--- config.mk ---
export PLATFORM = sky130hd
export DESIGN_NAME = cdp_top
export DESIGN_NICKNAME = d
export VERILOG_FILES = /design/src/inc/cdp_pkg.sv /design/src/inc/cdp_swap_if.sv /design/src/core/cdp_swap.sv /design/src/core/cdp_top.sv
export VERILOG_INCLUDE_DIRS = /design/src /design/src/inc
export SDC_FILE = /design/constraint.sdc
export NUM_CORES = 1
export LEC_CHECK = 0
export BUFFER_PORTS_ARGS = -buffer_cell sky130_fd_sc_hd__buf_2
export CAP_MARGIN = 25
export CORE_AREA = 4 4 149 151
export DETAILED_ROUTE_END_ITERATION = 10
export DIE_AREA = 0 0 153 155
export GPL_TIMING_DRIVEN = 0
export PLACE_DENSITY = 0.84
export SLEW_MARGIN = 40
export SYNTH_ARGS = -nofsm -noshare
export SYNTH_HDL_FRONTEND = slang
export SYNTH_SLANG_ARGS = --single-unit
--- constraint.sdc ---
create_clock -name CLK -period 6.8 [get_ports CLK]
set_input_delay 2.04 -clock CLK [delete_from_list [all_inputs] [get_ports CLK]]
set_output_delay 2.04 -clock CLK [all_outputs]
set_load 0.005 [all_outputs]
--- src/inc/cdp_cfg.svh ---
// constants of the coupler diagnostic and process image block
// Notes on behaviour
// - coupler adds its own 8-byte status record to the cyclic image
// - record sits at start of input area 3, before module inputs
// - word 0 bit 0 is the new-diagnosis flag, other bits zero
// - word 1 mirrors the local bus diagnostic status once two synced samples agree
// - word 2 holds the error code of the latest module error
// - word 3 holds the position of the module in error
// - words 1 to 3 readable acyclically with identical values
// - 16, 32 and 64 bit module data get per-width byte order
// - order bit true means little endian, false big; default little
// - byte order settings are kept across power cycles
// - state machine error sets status error bit and writes code
// - codes 0000 no error, 0011 bad change, 0012 unknown state
// - code 0016 for invalid mailbox configuration
// - code 001B when process data watchdog expires
// - code 001D bad output config, 001E bad input config
// - code 0028 when sync mode asked but no module supports it
// - emergency messages are sent with no acknowledge expected
// - emergency message is 2 byte code, 1 byte register, 5 data
// - bus error: code 1000, register 80, slot, bus code, zero
// - I/O error: own code, register 80, slot, location, prio, zero
`ifndef CDP_CFG_SVH
`define CDP_CFG_SVH
// ==========================================
// record layout
`define CDP_REC_BYTES      8
`define CDP_REC_SM         2'h3
`define CDP_OFS_NEW_DIAG   3'h0
`define CDP_OFS_BUS_STATE  3'h2
`define CDP_OFS_ERR_CODE   3'h4
`define CDP_OFS_ERR_POS    3'h6
// ==========================================
// status codes
`define CDP_AL_NONE        16'h0000
`define CDP_AL_BAD_CHANGE  16'h0011
`define CDP_AL_UNKNOWN     16'h0012
`define CDP_AL_MBX_CFG     16'h0016
`define CDP_AL_WATCHDOG    16'h001B
`define CDP_AL_OUT_CFG     16'h001D
`define CDP_AL_IN_CFG      16'h001E
`define CDP_AL_NO_SYNC     16'h0028
// ==========================================
// emergency message
`define CDP_EMCY_BYTES     8
`define CDP_EMCY_BUS_CODE  16'h1000
`define CDP_EMCY_REG       8'h80
// ==========================================
// byte order defaults, 1 = little endian
`define CDP_ORDER_DEFAULT  3'h7
`endif

--- src/inc/cdp_pkg.sv ---
// types of the coupler diagnostic and process image block
package cdp_pkg;
  typedef enum logic [1:0] {
    CDP_W8  = 2'b00,
    CDP_W16 = 2'b01,
    CDP_W32 = 2'b10,
    CDP_W64 = 2'b11
  } cdp_width_e;
  typedef enum logic [1:0] {
    CDP_EM_IDLE = 2'b00,
    CDP_EM_SEND = 2'b01
  } cdp_emcy_state_e;
endpackage : cdp_pkg

--- src/inc/cdp_swap_if.sv ---
// carrier between the top and the byte order unit
`timescale 1ns/1ps
interface cdp_swap_if;
  logic [63:0] data_in;
  logic [1:0]  width;
  logic [2:0]  order;
  logic [63:0] data_out;
  modport top  (output data_in, output width, output order, input data_out);
  modport unit (input data_in, input width, input order, output data_out);
endinterface : cdp_swap_if

--- src/core/cdp_swap.sv ---
// byte order unit for module data items
`timescale 1ns/1ps
module cdp_swap (
  cdp_swap_if.unit sw
);
  // ==========================================
  // reverse the low n bytes of a word
  function automatic logic [63:0] cdp_rev(input logic [63:0] d,
                                          input int unsigned n);
    logic [63:0] r;
    r = d;
    for (int unsigned i = 0; i < 8; i++)
      if (i < n)
        r[8*i +: 8] = d[8*(n-1-i) +: 8];
    return r;
  endfunction : cdp_rev

  // ==========================================
  // big endian on the local bus, swapped when little is chosen
  always_comb
  begin
    sw.data_out = sw.data_in;
    unique case (cdp_pkg::cdp_width_e'(sw.width))
      cdp_pkg::CDP_W8:  sw.data_out = sw.data_in;
      cdp_pkg::CDP_W16:
        if (sw.order[0])
          sw.data_out = cdp_rev(sw.data_in, 2);
      cdp_pkg::CDP_W32:
        if (sw.order[1])
          sw.data_out = cdp_rev(sw.data_in, 4);
      cdp_pkg::CDP_W64:
        if (sw.order[2])
          sw.data_out = cdp_rev(sw.data_in, 8);
    endcase
  end
endmodule : cdp_swap

--- src/core/cdp_top.sv ---
// coupler diagnostic record, status code and emergency formatter
`timescale 1ns/1ps
`include "cdp_cfg.svh"
module cdp_top (
  // clock and reset
  input  wire logic        CLK,
  input  wire logic        RST_B,
  // diagnostic sources
  input  wire logic [15:0] BUS_STATE,
  input  wire logic        MOD_ERR_STB,
  input  wire logic [15:0] MOD_ERR_CODE,
  input  wire logic [15:0] MOD_ERR_POS,
  input  wire logic [7:0]  MOD_ERR_LOC,
  input  wire logic [7:0]  MOD_ERR_PRIO,
  input  wire logic        BUS_ERR_STB,
  input  wire logic [15:0] BUS_ERR_SLOT,
  input  wire logic [15:0] BUS_ERR_CODE,
  input  wire logic        DIAG_STORED_STB,
  input  wire logic        DIAG_ACK_STB,
  // state machine errors, one-hot pulses
  input  wire logic        SM_ERR_BAD_CHANGE,
  input  wire logic        SM_ERR_UNKNOWN,
  input  wire logic        SM_ERR_MBX_CFG,
  input  wire logic        SM_ERR_WATCHDOG,
  input  wire logic        SM_ERR_OUT_CFG,
  input  wire logic        SM_ERR_IN_CFG,
  input  wire logic        SM_ERR_NO_SYNC,
  input  wire logic        SM_ERR_CLEAR,
  // application layer status
  output logic             AL_ERROR,
  output logic      [15:0] AL_CODE,
  // process image read port, input area
  input  wire logic [1:0]  PI_SM,
  input  wire logic [15:0] PI_ADDR,
  output logic      [7:0]  PI_DATA,
  output logic             PI_MODULE,
  output logic      [15:0] PI_MODULE_ADDR,
  // acyclic read port, word index 1..3
  input  wire logic [1:0]  MBX_WORD,
  output logic      [15:0] MBX_DATA,
  // byte order settings, stored retentively
  input  wire logic        ORDER_WR,
  input  wire logic [2:0]  ORDER_WDATA,
  input  wire logic [2:0]  ORDER_NV,
  input  wire logic        ORDER_NV_VALID,
  output logic      [2:0]  ORDER,
  output logic             ORDER_NV_WR,
  // module data mapping
  input  wire logic [63:0] ITEM_IN,
  input  wire logic [1:0]  ITEM_WIDTH,
  output logic      [63:0] ITEM_OUT,
  // emergency message stream
  output logic             EMCY_VALID,
  output logic      [7:0]  EMCY_BYTE,
  output logic             EMCY_LAST
);
  // ==========================================
  // record state
  logic        new_diag, next_new_diag;
  logic [15:0] err_code, next_err_code;
  logic [15:0] err_pos, next_err_pos;
  logic [15:0] bus_sync1, bus_sync2, bus_sync3;
  logic [15:0] bus_word, next_bus_word;
  logic [63:0] record;

  always_comb
  begin
    next_new_diag = new_diag;
    if (DIAG_ACK_STB)
      next_new_diag = 1'b0;
    if (DIAG_STORED_STB)
      next_new_diag = 1'b1;
    next_err_code = err_code;
    next_err_pos  = err_pos;
    // take the synced word only once two samples agree
    next_bus_word = bus_word;
    if (bus_sync2 == bus_sync3)
      next_bus_word = bus_sync2;
    if (MOD_ERR_STB)
    begin
      next_err_code = MOD_ERR_CODE;
      next_err_pos  = MOD_ERR_POS;
    end
  end

  always_ff @(posedge CLK or negedge RST_B)
  begin
    if (!RST_B)
    begin
      new_diag  <= 1'b0;
      err_code  <= 16'h0000;
      err_pos   <= 16'h0000;
      bus_sync1 <= 16'h0000;
      bus_sync2 <= 16'h0000;
      bus_sync3 <= 16'h0000;
      bus_word  <= 16'h0000;
    end
    else
    begin
      new_diag  <= next_new_diag;
      err_code  <= next_err_code;
      err_pos   <= next_err_pos;
      bus_sync1 <= BUS_STATE;
      bus_sync2 <= bus_sync1;
      bus_sync3 <= bus_sync2;
      bus_word  <= next_bus_word;
    end
  end

  // word 0 carries only the flag, low byte first in each word
  assign record = {err_pos, err_code, bus_word, 15'h0000, new_diag};

  // ==========================================
  // process image read
  logic [7:0]  next_pi_data;
  logic        in_rec;

  assign in_rec = (PI_SM == `CDP_REC_SM) &&
                  (PI_ADDR < 16'(`CDP_REC_BYTES));

  always_comb
  begin
    next_pi_data = 8'h00;
    if (in_rec)
      next_pi_data = record[8*PI_ADDR[2:0] +: 8];
  end

  // module bytes shifted behind the record
  assign PI_MODULE      = (PI_SM == `CDP_REC_SM) && !in_rec;
  assign PI_MODULE_ADDR = PI_ADDR - 16'(`CDP_REC_BYTES);

  always_ff @(posedge CLK or negedge RST_B)
  begin
    if (!RST_B)
      PI_DATA <= 8'h00;
    else
      PI_DATA <= next_pi_data;
  end

  // ==========================================
  // acyclic read of words 1..3, same sources as the image
  logic [15:0] next_mbx_data;

  always_comb
  begin
    next_mbx_data = 16'h0000;
    unique case (MBX_WORD)
      2'h1:    next_mbx_data = record[31:16];
      2'h2:    next_mbx_data = record[47:32];
      2'h3:    next_mbx_data = record[63:48];
      default: next_mbx_data = 16'h0000;
    endcase
  end

  always_ff @(posedge CLK or negedge RST_B)
  begin
    if (!RST_B)
      MBX_DATA <= 16'h0000;
    else
      MBX_DATA <= next_mbx_data;
  end

  // ==========================================
  // application layer status
  logic        next_al_error;
  logic [15:0] next_al_code;

  always_comb
  begin
    next_al_error = AL_ERROR;
    next_al_code  = AL_CODE;
    if (SM_ERR_CLEAR)
    begin
      next_al_error = 1'b0;
      next_al_code  = `CDP_AL_NONE;
    end
    if (SM_ERR_BAD_CHANGE | SM_ERR_UNKNOWN | SM_ERR_MBX_CFG |
        SM_ERR_WATCHDOG | SM_ERR_OUT_CFG | SM_ERR_IN_CFG | SM_ERR_NO_SYNC)
      next_al_error = 1'b1;
    if (SM_ERR_BAD_CHANGE)
      next_al_code = `CDP_AL_BAD_CHANGE;
    else if (SM_ERR_UNKNOWN)
      next_al_code = `CDP_AL_UNKNOWN;
    else if (SM_ERR_MBX_CFG)
      next_al_code = `CDP_AL_MBX_CFG;
    else if (SM_ERR_WATCHDOG)
      next_al_code = `CDP_AL_WATCHDOG;
    else if (SM_ERR_OUT_CFG)
      next_al_code = `CDP_AL_OUT_CFG;
    else if (SM_ERR_IN_CFG)
      next_al_code = `CDP_AL_IN_CFG;
    else if (SM_ERR_NO_SYNC)
      next_al_code = `CDP_AL_NO_SYNC;
  end

  always_ff @(posedge CLK or negedge RST_B)
  begin
    if (!RST_B)
    begin
      AL_ERROR <= 1'b0;
      AL_CODE  <= `CDP_AL_NONE;
    end
    else
    begin
      AL_ERROR <= next_al_error;
      AL_CODE  <= next_al_code;
    end
  end

  // ==========================================
  // byte order settings
  logic [2:0] next_order;
  logic       loaded, next_loaded;
  logic       next_nv_wr;

  always_comb
  begin
    next_order  = ORDER;
    next_loaded = loaded;
    next_nv_wr  = 1'b0;
    if (!loaded)
    begin
      next_loaded = 1'b1;
      if (ORDER_NV_VALID)
        next_order = ORDER_NV;
    end
    else if (ORDER_WR)
    begin
      next_order = ORDER_WDATA;
      next_nv_wr = 1'b1;
    end
  end

  always_ff @(posedge CLK or negedge RST_B)
  begin
    if (!RST_B)
    begin
      ORDER       <= `CDP_ORDER_DEFAULT;
      loaded      <= 1'b0;
      ORDER_NV_WR <= 1'b0;
    end
    else
    begin
      ORDER       <= next_order;
      loaded      <= next_loaded;
      ORDER_NV_WR <= next_nv_wr;
    end
  end

  cdp_swap_if sw ();
  assign sw.data_in = ITEM_IN;
  assign sw.width   = ITEM_WIDTH;
  assign sw.order   = ORDER;

  cdp_swap u_swap (
    .sw (sw.unit)
  );

  always_ff @(posedge CLK or negedge RST_B)
  begin
    if (!RST_B)
      ITEM_OUT <= 64'h0000_0000_0000_0000;
    else
      ITEM_OUT <= sw.data_out;
  end

  // ==========================================
  // emergency message sender, no acknowledge awaited
  cdp_pkg::cdp_emcy_state_e em_state, next_em_state;
  logic [63:0] em_msg, next_em_msg;
  logic [2:0]  em_idx, next_em_idx;

  always_comb
  begin
    next_em_state = em_state;
    next_em_msg   = em_msg;
    next_em_idx   = em_idx;
    unique case (em_state)
      cdp_pkg::CDP_EM_IDLE:
      begin
        next_em_idx = 3'h0;
        if (BUS_ERR_STB)
        begin
          next_em_msg = {8'h00, BUS_ERR_CODE[7:0], BUS_ERR_CODE[15:8],
                         BUS_ERR_SLOT[7:0], BUS_ERR_SLOT[15:8],
                         `CDP_EMCY_REG,
                         `CDP_EMCY_BUS_CODE};
          next_em_state = cdp_pkg::CDP_EM_SEND;
        end
        else if (MOD_ERR_STB)
        begin
          next_em_msg = {8'h00, MOD_ERR_PRIO, MOD_ERR_LOC,
                         MOD_ERR_POS[7:0], MOD_ERR_POS[15:8],
                         `CDP_EMCY_REG, MOD_ERR_CODE};
          next_em_state = cdp_pkg::CDP_EM_SEND;
        end
      end
      cdp_pkg::CDP_EM_SEND:
      begin
        next_em_idx = em_idx + 3'h1;
        if (em_idx == 3'(`CDP_EMCY_BYTES - 1))
          next_em_state = cdp_pkg::CDP_EM_IDLE;
      end
      default: next_em_state = cdp_pkg::CDP_EM_IDLE;
    endcase
  end

  always_ff @(posedge CLK or negedge RST_B)
  begin
    if (!RST_B)
    begin
      em_state <= cdp_pkg::CDP_EM_IDLE;
      em_msg   <= 64'h0000_0000_0000_0000;
      em_idx   <= 3'h0;
    end
    else
    begin
      em_state <= next_em_state;
      em_msg   <= next_em_msg;
      em_idx   <= next_em_idx;
    end
  end

  // code is sent high byte first, then register and data
  always_comb
  begin
    EMCY_BYTE = 8'h00;
    unique case (em_idx)
      3'h0:    EMCY_BYTE = em_msg[15:8];
      3'h1:    EMCY_BYTE = em_msg[7:0];
      default: EMCY_BYTE = em_msg[8*em_idx +: 8];
    endcase
  end
  assign EMCY_VALID = (em_state == cdp_pkg::CDP_EM_SEND);
  assign EMCY_LAST  = EMCY_VALID &&
                      (em_idx == 3'(`CDP_EMCY_BYTES - 1));
endmodule : cdp_top

==> out/metrics.yaml <==
run_status:
  status: "finished, final reports clean"
power_and_ir_drop:
  power.total_mw: 4.50
  p_leak_nw: 7.09
  power.density_mw_per_mm2: 311
  ir_worst_vdd_mv: 0.224
logic_synthesis:
  syn_area_per_cell_um2: 12.2
  synth_flop_cell: "dfrtp_1"
  synth_top_area_frac: 0.538
  synth_warnings: 0
  yosys-top-cells-area: "dfrtp_1, mux2_2, mux2i_1, o21ai_0, nand2_1"
  yosys.area.top_type: "dfrtp_1"
  mappedNetlistArea_mm2: 0.0115
  ys_async_sr_fraction: 1.00
  synth_top_cells_by_count: "dfrtp_1, mux2_2, nand2_1, mux2i_1, o21ai_0"
  syn_inst: 943
  yosys_register_bits: 250
  synth_cell_types: 50
  ys_seq_area_frac: 0.545
  synth-edff-count: 0
  post-synth-top-count-cell: "dfrtp_1"
clocking:
  cts_tree: "yes"
  postCtsHoldBufs: 0
  postCtsSetupRepairBufs: 0
  clkSinkCount: 250
  cts_root_buf: "clkbuf_16"
  cts.repair.resized: 0
  clockBufferDepth: 3
  insertion_delay_ns: 0.54
  clk_pin_slew_ns: 0.06
  cts_max_level: 1
  numCtsBuffers: 27
sta:
  holdWs_ns: 0.345
  tightest_slew_ns: 0.733
  clock_skew_ns: 0.0285
  setup_viol: 0
  slew_violations: 0
  post-route-period-util: 0.809
  fmax_mhz: 182
  rsz0062_at_grt: "false"
  hold_viol: 0
  final.min_clock_period_ns: 5.50
  max-slew-margin-rel: 0.505
die:
  row_count: 53
  core-area_mm2: 0.0208
  num_io_pins: 340
  die_w_um: 153
  dieHeight_um: 155
  die_area_mm2: 0.0237
  start_util: 0.552
worst_setup_path:
  path_buf_inv: 2
  path_class: "input port to output pin"
  path_cells: "buf_2, or4_4, nor3b_4, nand2_1, xnor2_1, buf_2"
  crit_path_start_kind: "input port"
  cp-end-kind: "output pin"
  required_ns: 4.76
  crit_fanout: 4
  cp_common_cell: "buf_2"
  cp.arrival_ns: 3.46
  crit_family: "simple AND/OR/NAND/NOR gates"
  cpPeakStageDelay_ns: 0.57
  critPathSlowestCell: "or4_4"
placed_design:
  io_buffers: 322
  post_dp_cell_area_mm2: 0.0136
  hpwl_um: 25800
  gp_congestion: 0.941
  dp_cells: 1552
job:
  max_cap_violations: 0
finish:
  nets: 1515
  final_cells: 1604
  final_area_mm2: 0.0145
  drive_gt1_frac: 0.397
  area_delta_synth_final_pct: 26.1
detailed_routing:
  viasPerCell: 6.02
  final_antenna_net_count: 0
  drtIter0Drc: 870
  drc: 0
  wl_per_cell_um: 22.3
  drt_pass1_iterations: 5
  routed_wirelength_um: 35700
  route.vias.total: 9653
grt:
  grt_pass1_vias: 10200
  gr-total-overflow: 0
  grt_pass1_wl_um: 55100
  antenna_found_initial: 6
  grtUsageTotal: 0.292
  grt_start_max_net_pins: 79
worst_hold_path:
  hp-class: "flop to flop"
[where the power goes]
| group | internal [mW] | switching [mW] | leakage (nW) | total, mW |
|---|---|---|---|---|
| registers | 1.72 | 0.148 | 3.04 | 1.87 |
| logic | 0.498 | 0.651 | 3.60 | 1.15 |
| clock network | 0.904 | 0.579 | 0.448 | 1.48 |
| total | 3.12 | 1.38 | 7.09 | 4.50 |
[layout by cell type (no fill, tap or decap), types with 5 or more instances in the layout]
cell type  instances
dfrtp_1          247
a22o_1            32
a211o_1           12
mux4_2             9
a22oi_1           16
o32ai_1            7
nand2_1           88
nor2b_1            6
buf_1             10
and2_1             6
clkbuf_8           9
xor2_1             8
a21oi_1           11
a32o_1            13
clkbuf_1          46
mux2_2           115
o2111ai_1         10
a221oi_1          16
clkbuf_16         27
nand3_1            8
ha_1               5
buf_2            335
conb_1            11
xnor2_1           17
inv_1             14
nor4_1             5
buf_4             14
nor2_1            28
mux2i_1           83
o21ai_0           69
[per-layer routing]
metal / wire length [µm] / part of all wire / vias up / track usage
li1: - / - / 4168 / -
met1: 12000 / 0.34 / 4648 / 0.328
met2: 17900 / 0.50 / 684 / 0.514
met3: 4010 / 0.11 / 147 / 0.0893
met4: 1820 / 0.051 / 6 / 0.128
met5: 39 / 0.0011 / - / 0
[flip-flops by register name, indices dropped and copies added, names as in the netlist]
register / cells
ORDER: 3
ITEM_OUT: 64
new_diag: 1
em_msg: 49
AL_ERROR: 1
loaded: 1
MBX_DATA: 16
bus_sync1: 16
ORDER_NV_WR: 1
err_pos: 16
AL_CODE: 6
err_code: 16
em_idx: 3
bus_sync2: 16
PI_DATA: 8
bus_sync3: 16
bus_word: 16
em_state: 1
[kinds of logic after synthesis]
logic type / count (synthesis) / share of synthesized area
flip-flops: 250 / 0.545
adder cells (fa/ha/maj): 5 / 0.00544
AO/OA/AOI/OAI: 201 / 0.126
XOR/XNOR: 25 / 0.0191
other: 2 / 0.000653
multiplexers: 207 / 0.203
buffers and inverters: 92 / 0.0361
AND/OR/NAND/NOR: 161 / 0.0659
[per-stage QoR]
stage	setup TNS, ns	utilization	setup WS [ns]
floorplan	0	-	1.60
global placement	-130.24	0.647	-0.547
detailed placement	0	0.652	1.30
CTS	0	0.696	1.30
global route	0	0.696	1.22
finish	0	0.696	1.30
[path summary, 6_finish.rpt]
path | depth (start not counted) | from | to | slack [ns]
worst min-delay path | 0 | bus_sync1[10]$_DFF_PN0_ | bus_sync2[10]$_DFF_PN0_ | 0.34
worst max register to register | 5 | bus_sync2[15]$_DFF_PN0_ | bus_word[6]$_DFFE_PN0N_ | 4.58
worst min register to register | 0 | bus_sync1[10]$_DFF_PN0_ | bus_sync2[10]$_DFF_PN0_ | 0.34
min in group asynchronous | 1 | RST_B | em_msg[32]$_DFFE_PN0P_ | 1.35
worst max-delay path | 6 | PI_ADDR[4] | PI_MODULE_ADDR[14] | 1.30
max in group asynchronous | 3 | RST_B | ITEM_OUT[43]$_DFF_PN0_ | 4.39
[area by class of cell]
cell class	instances	area, µm²
antenna	3	7.51
buffer	77	360
clock buffer	44	830
clock inverter	5	78.8
fill	1420	6330
inverter	15	56.3
multi-input combinational	610	4850
sequential	250	6260
tap	275	344
timing repair buffer	325	1700
No activity file was read; power rests on OpenSTA's default activity.
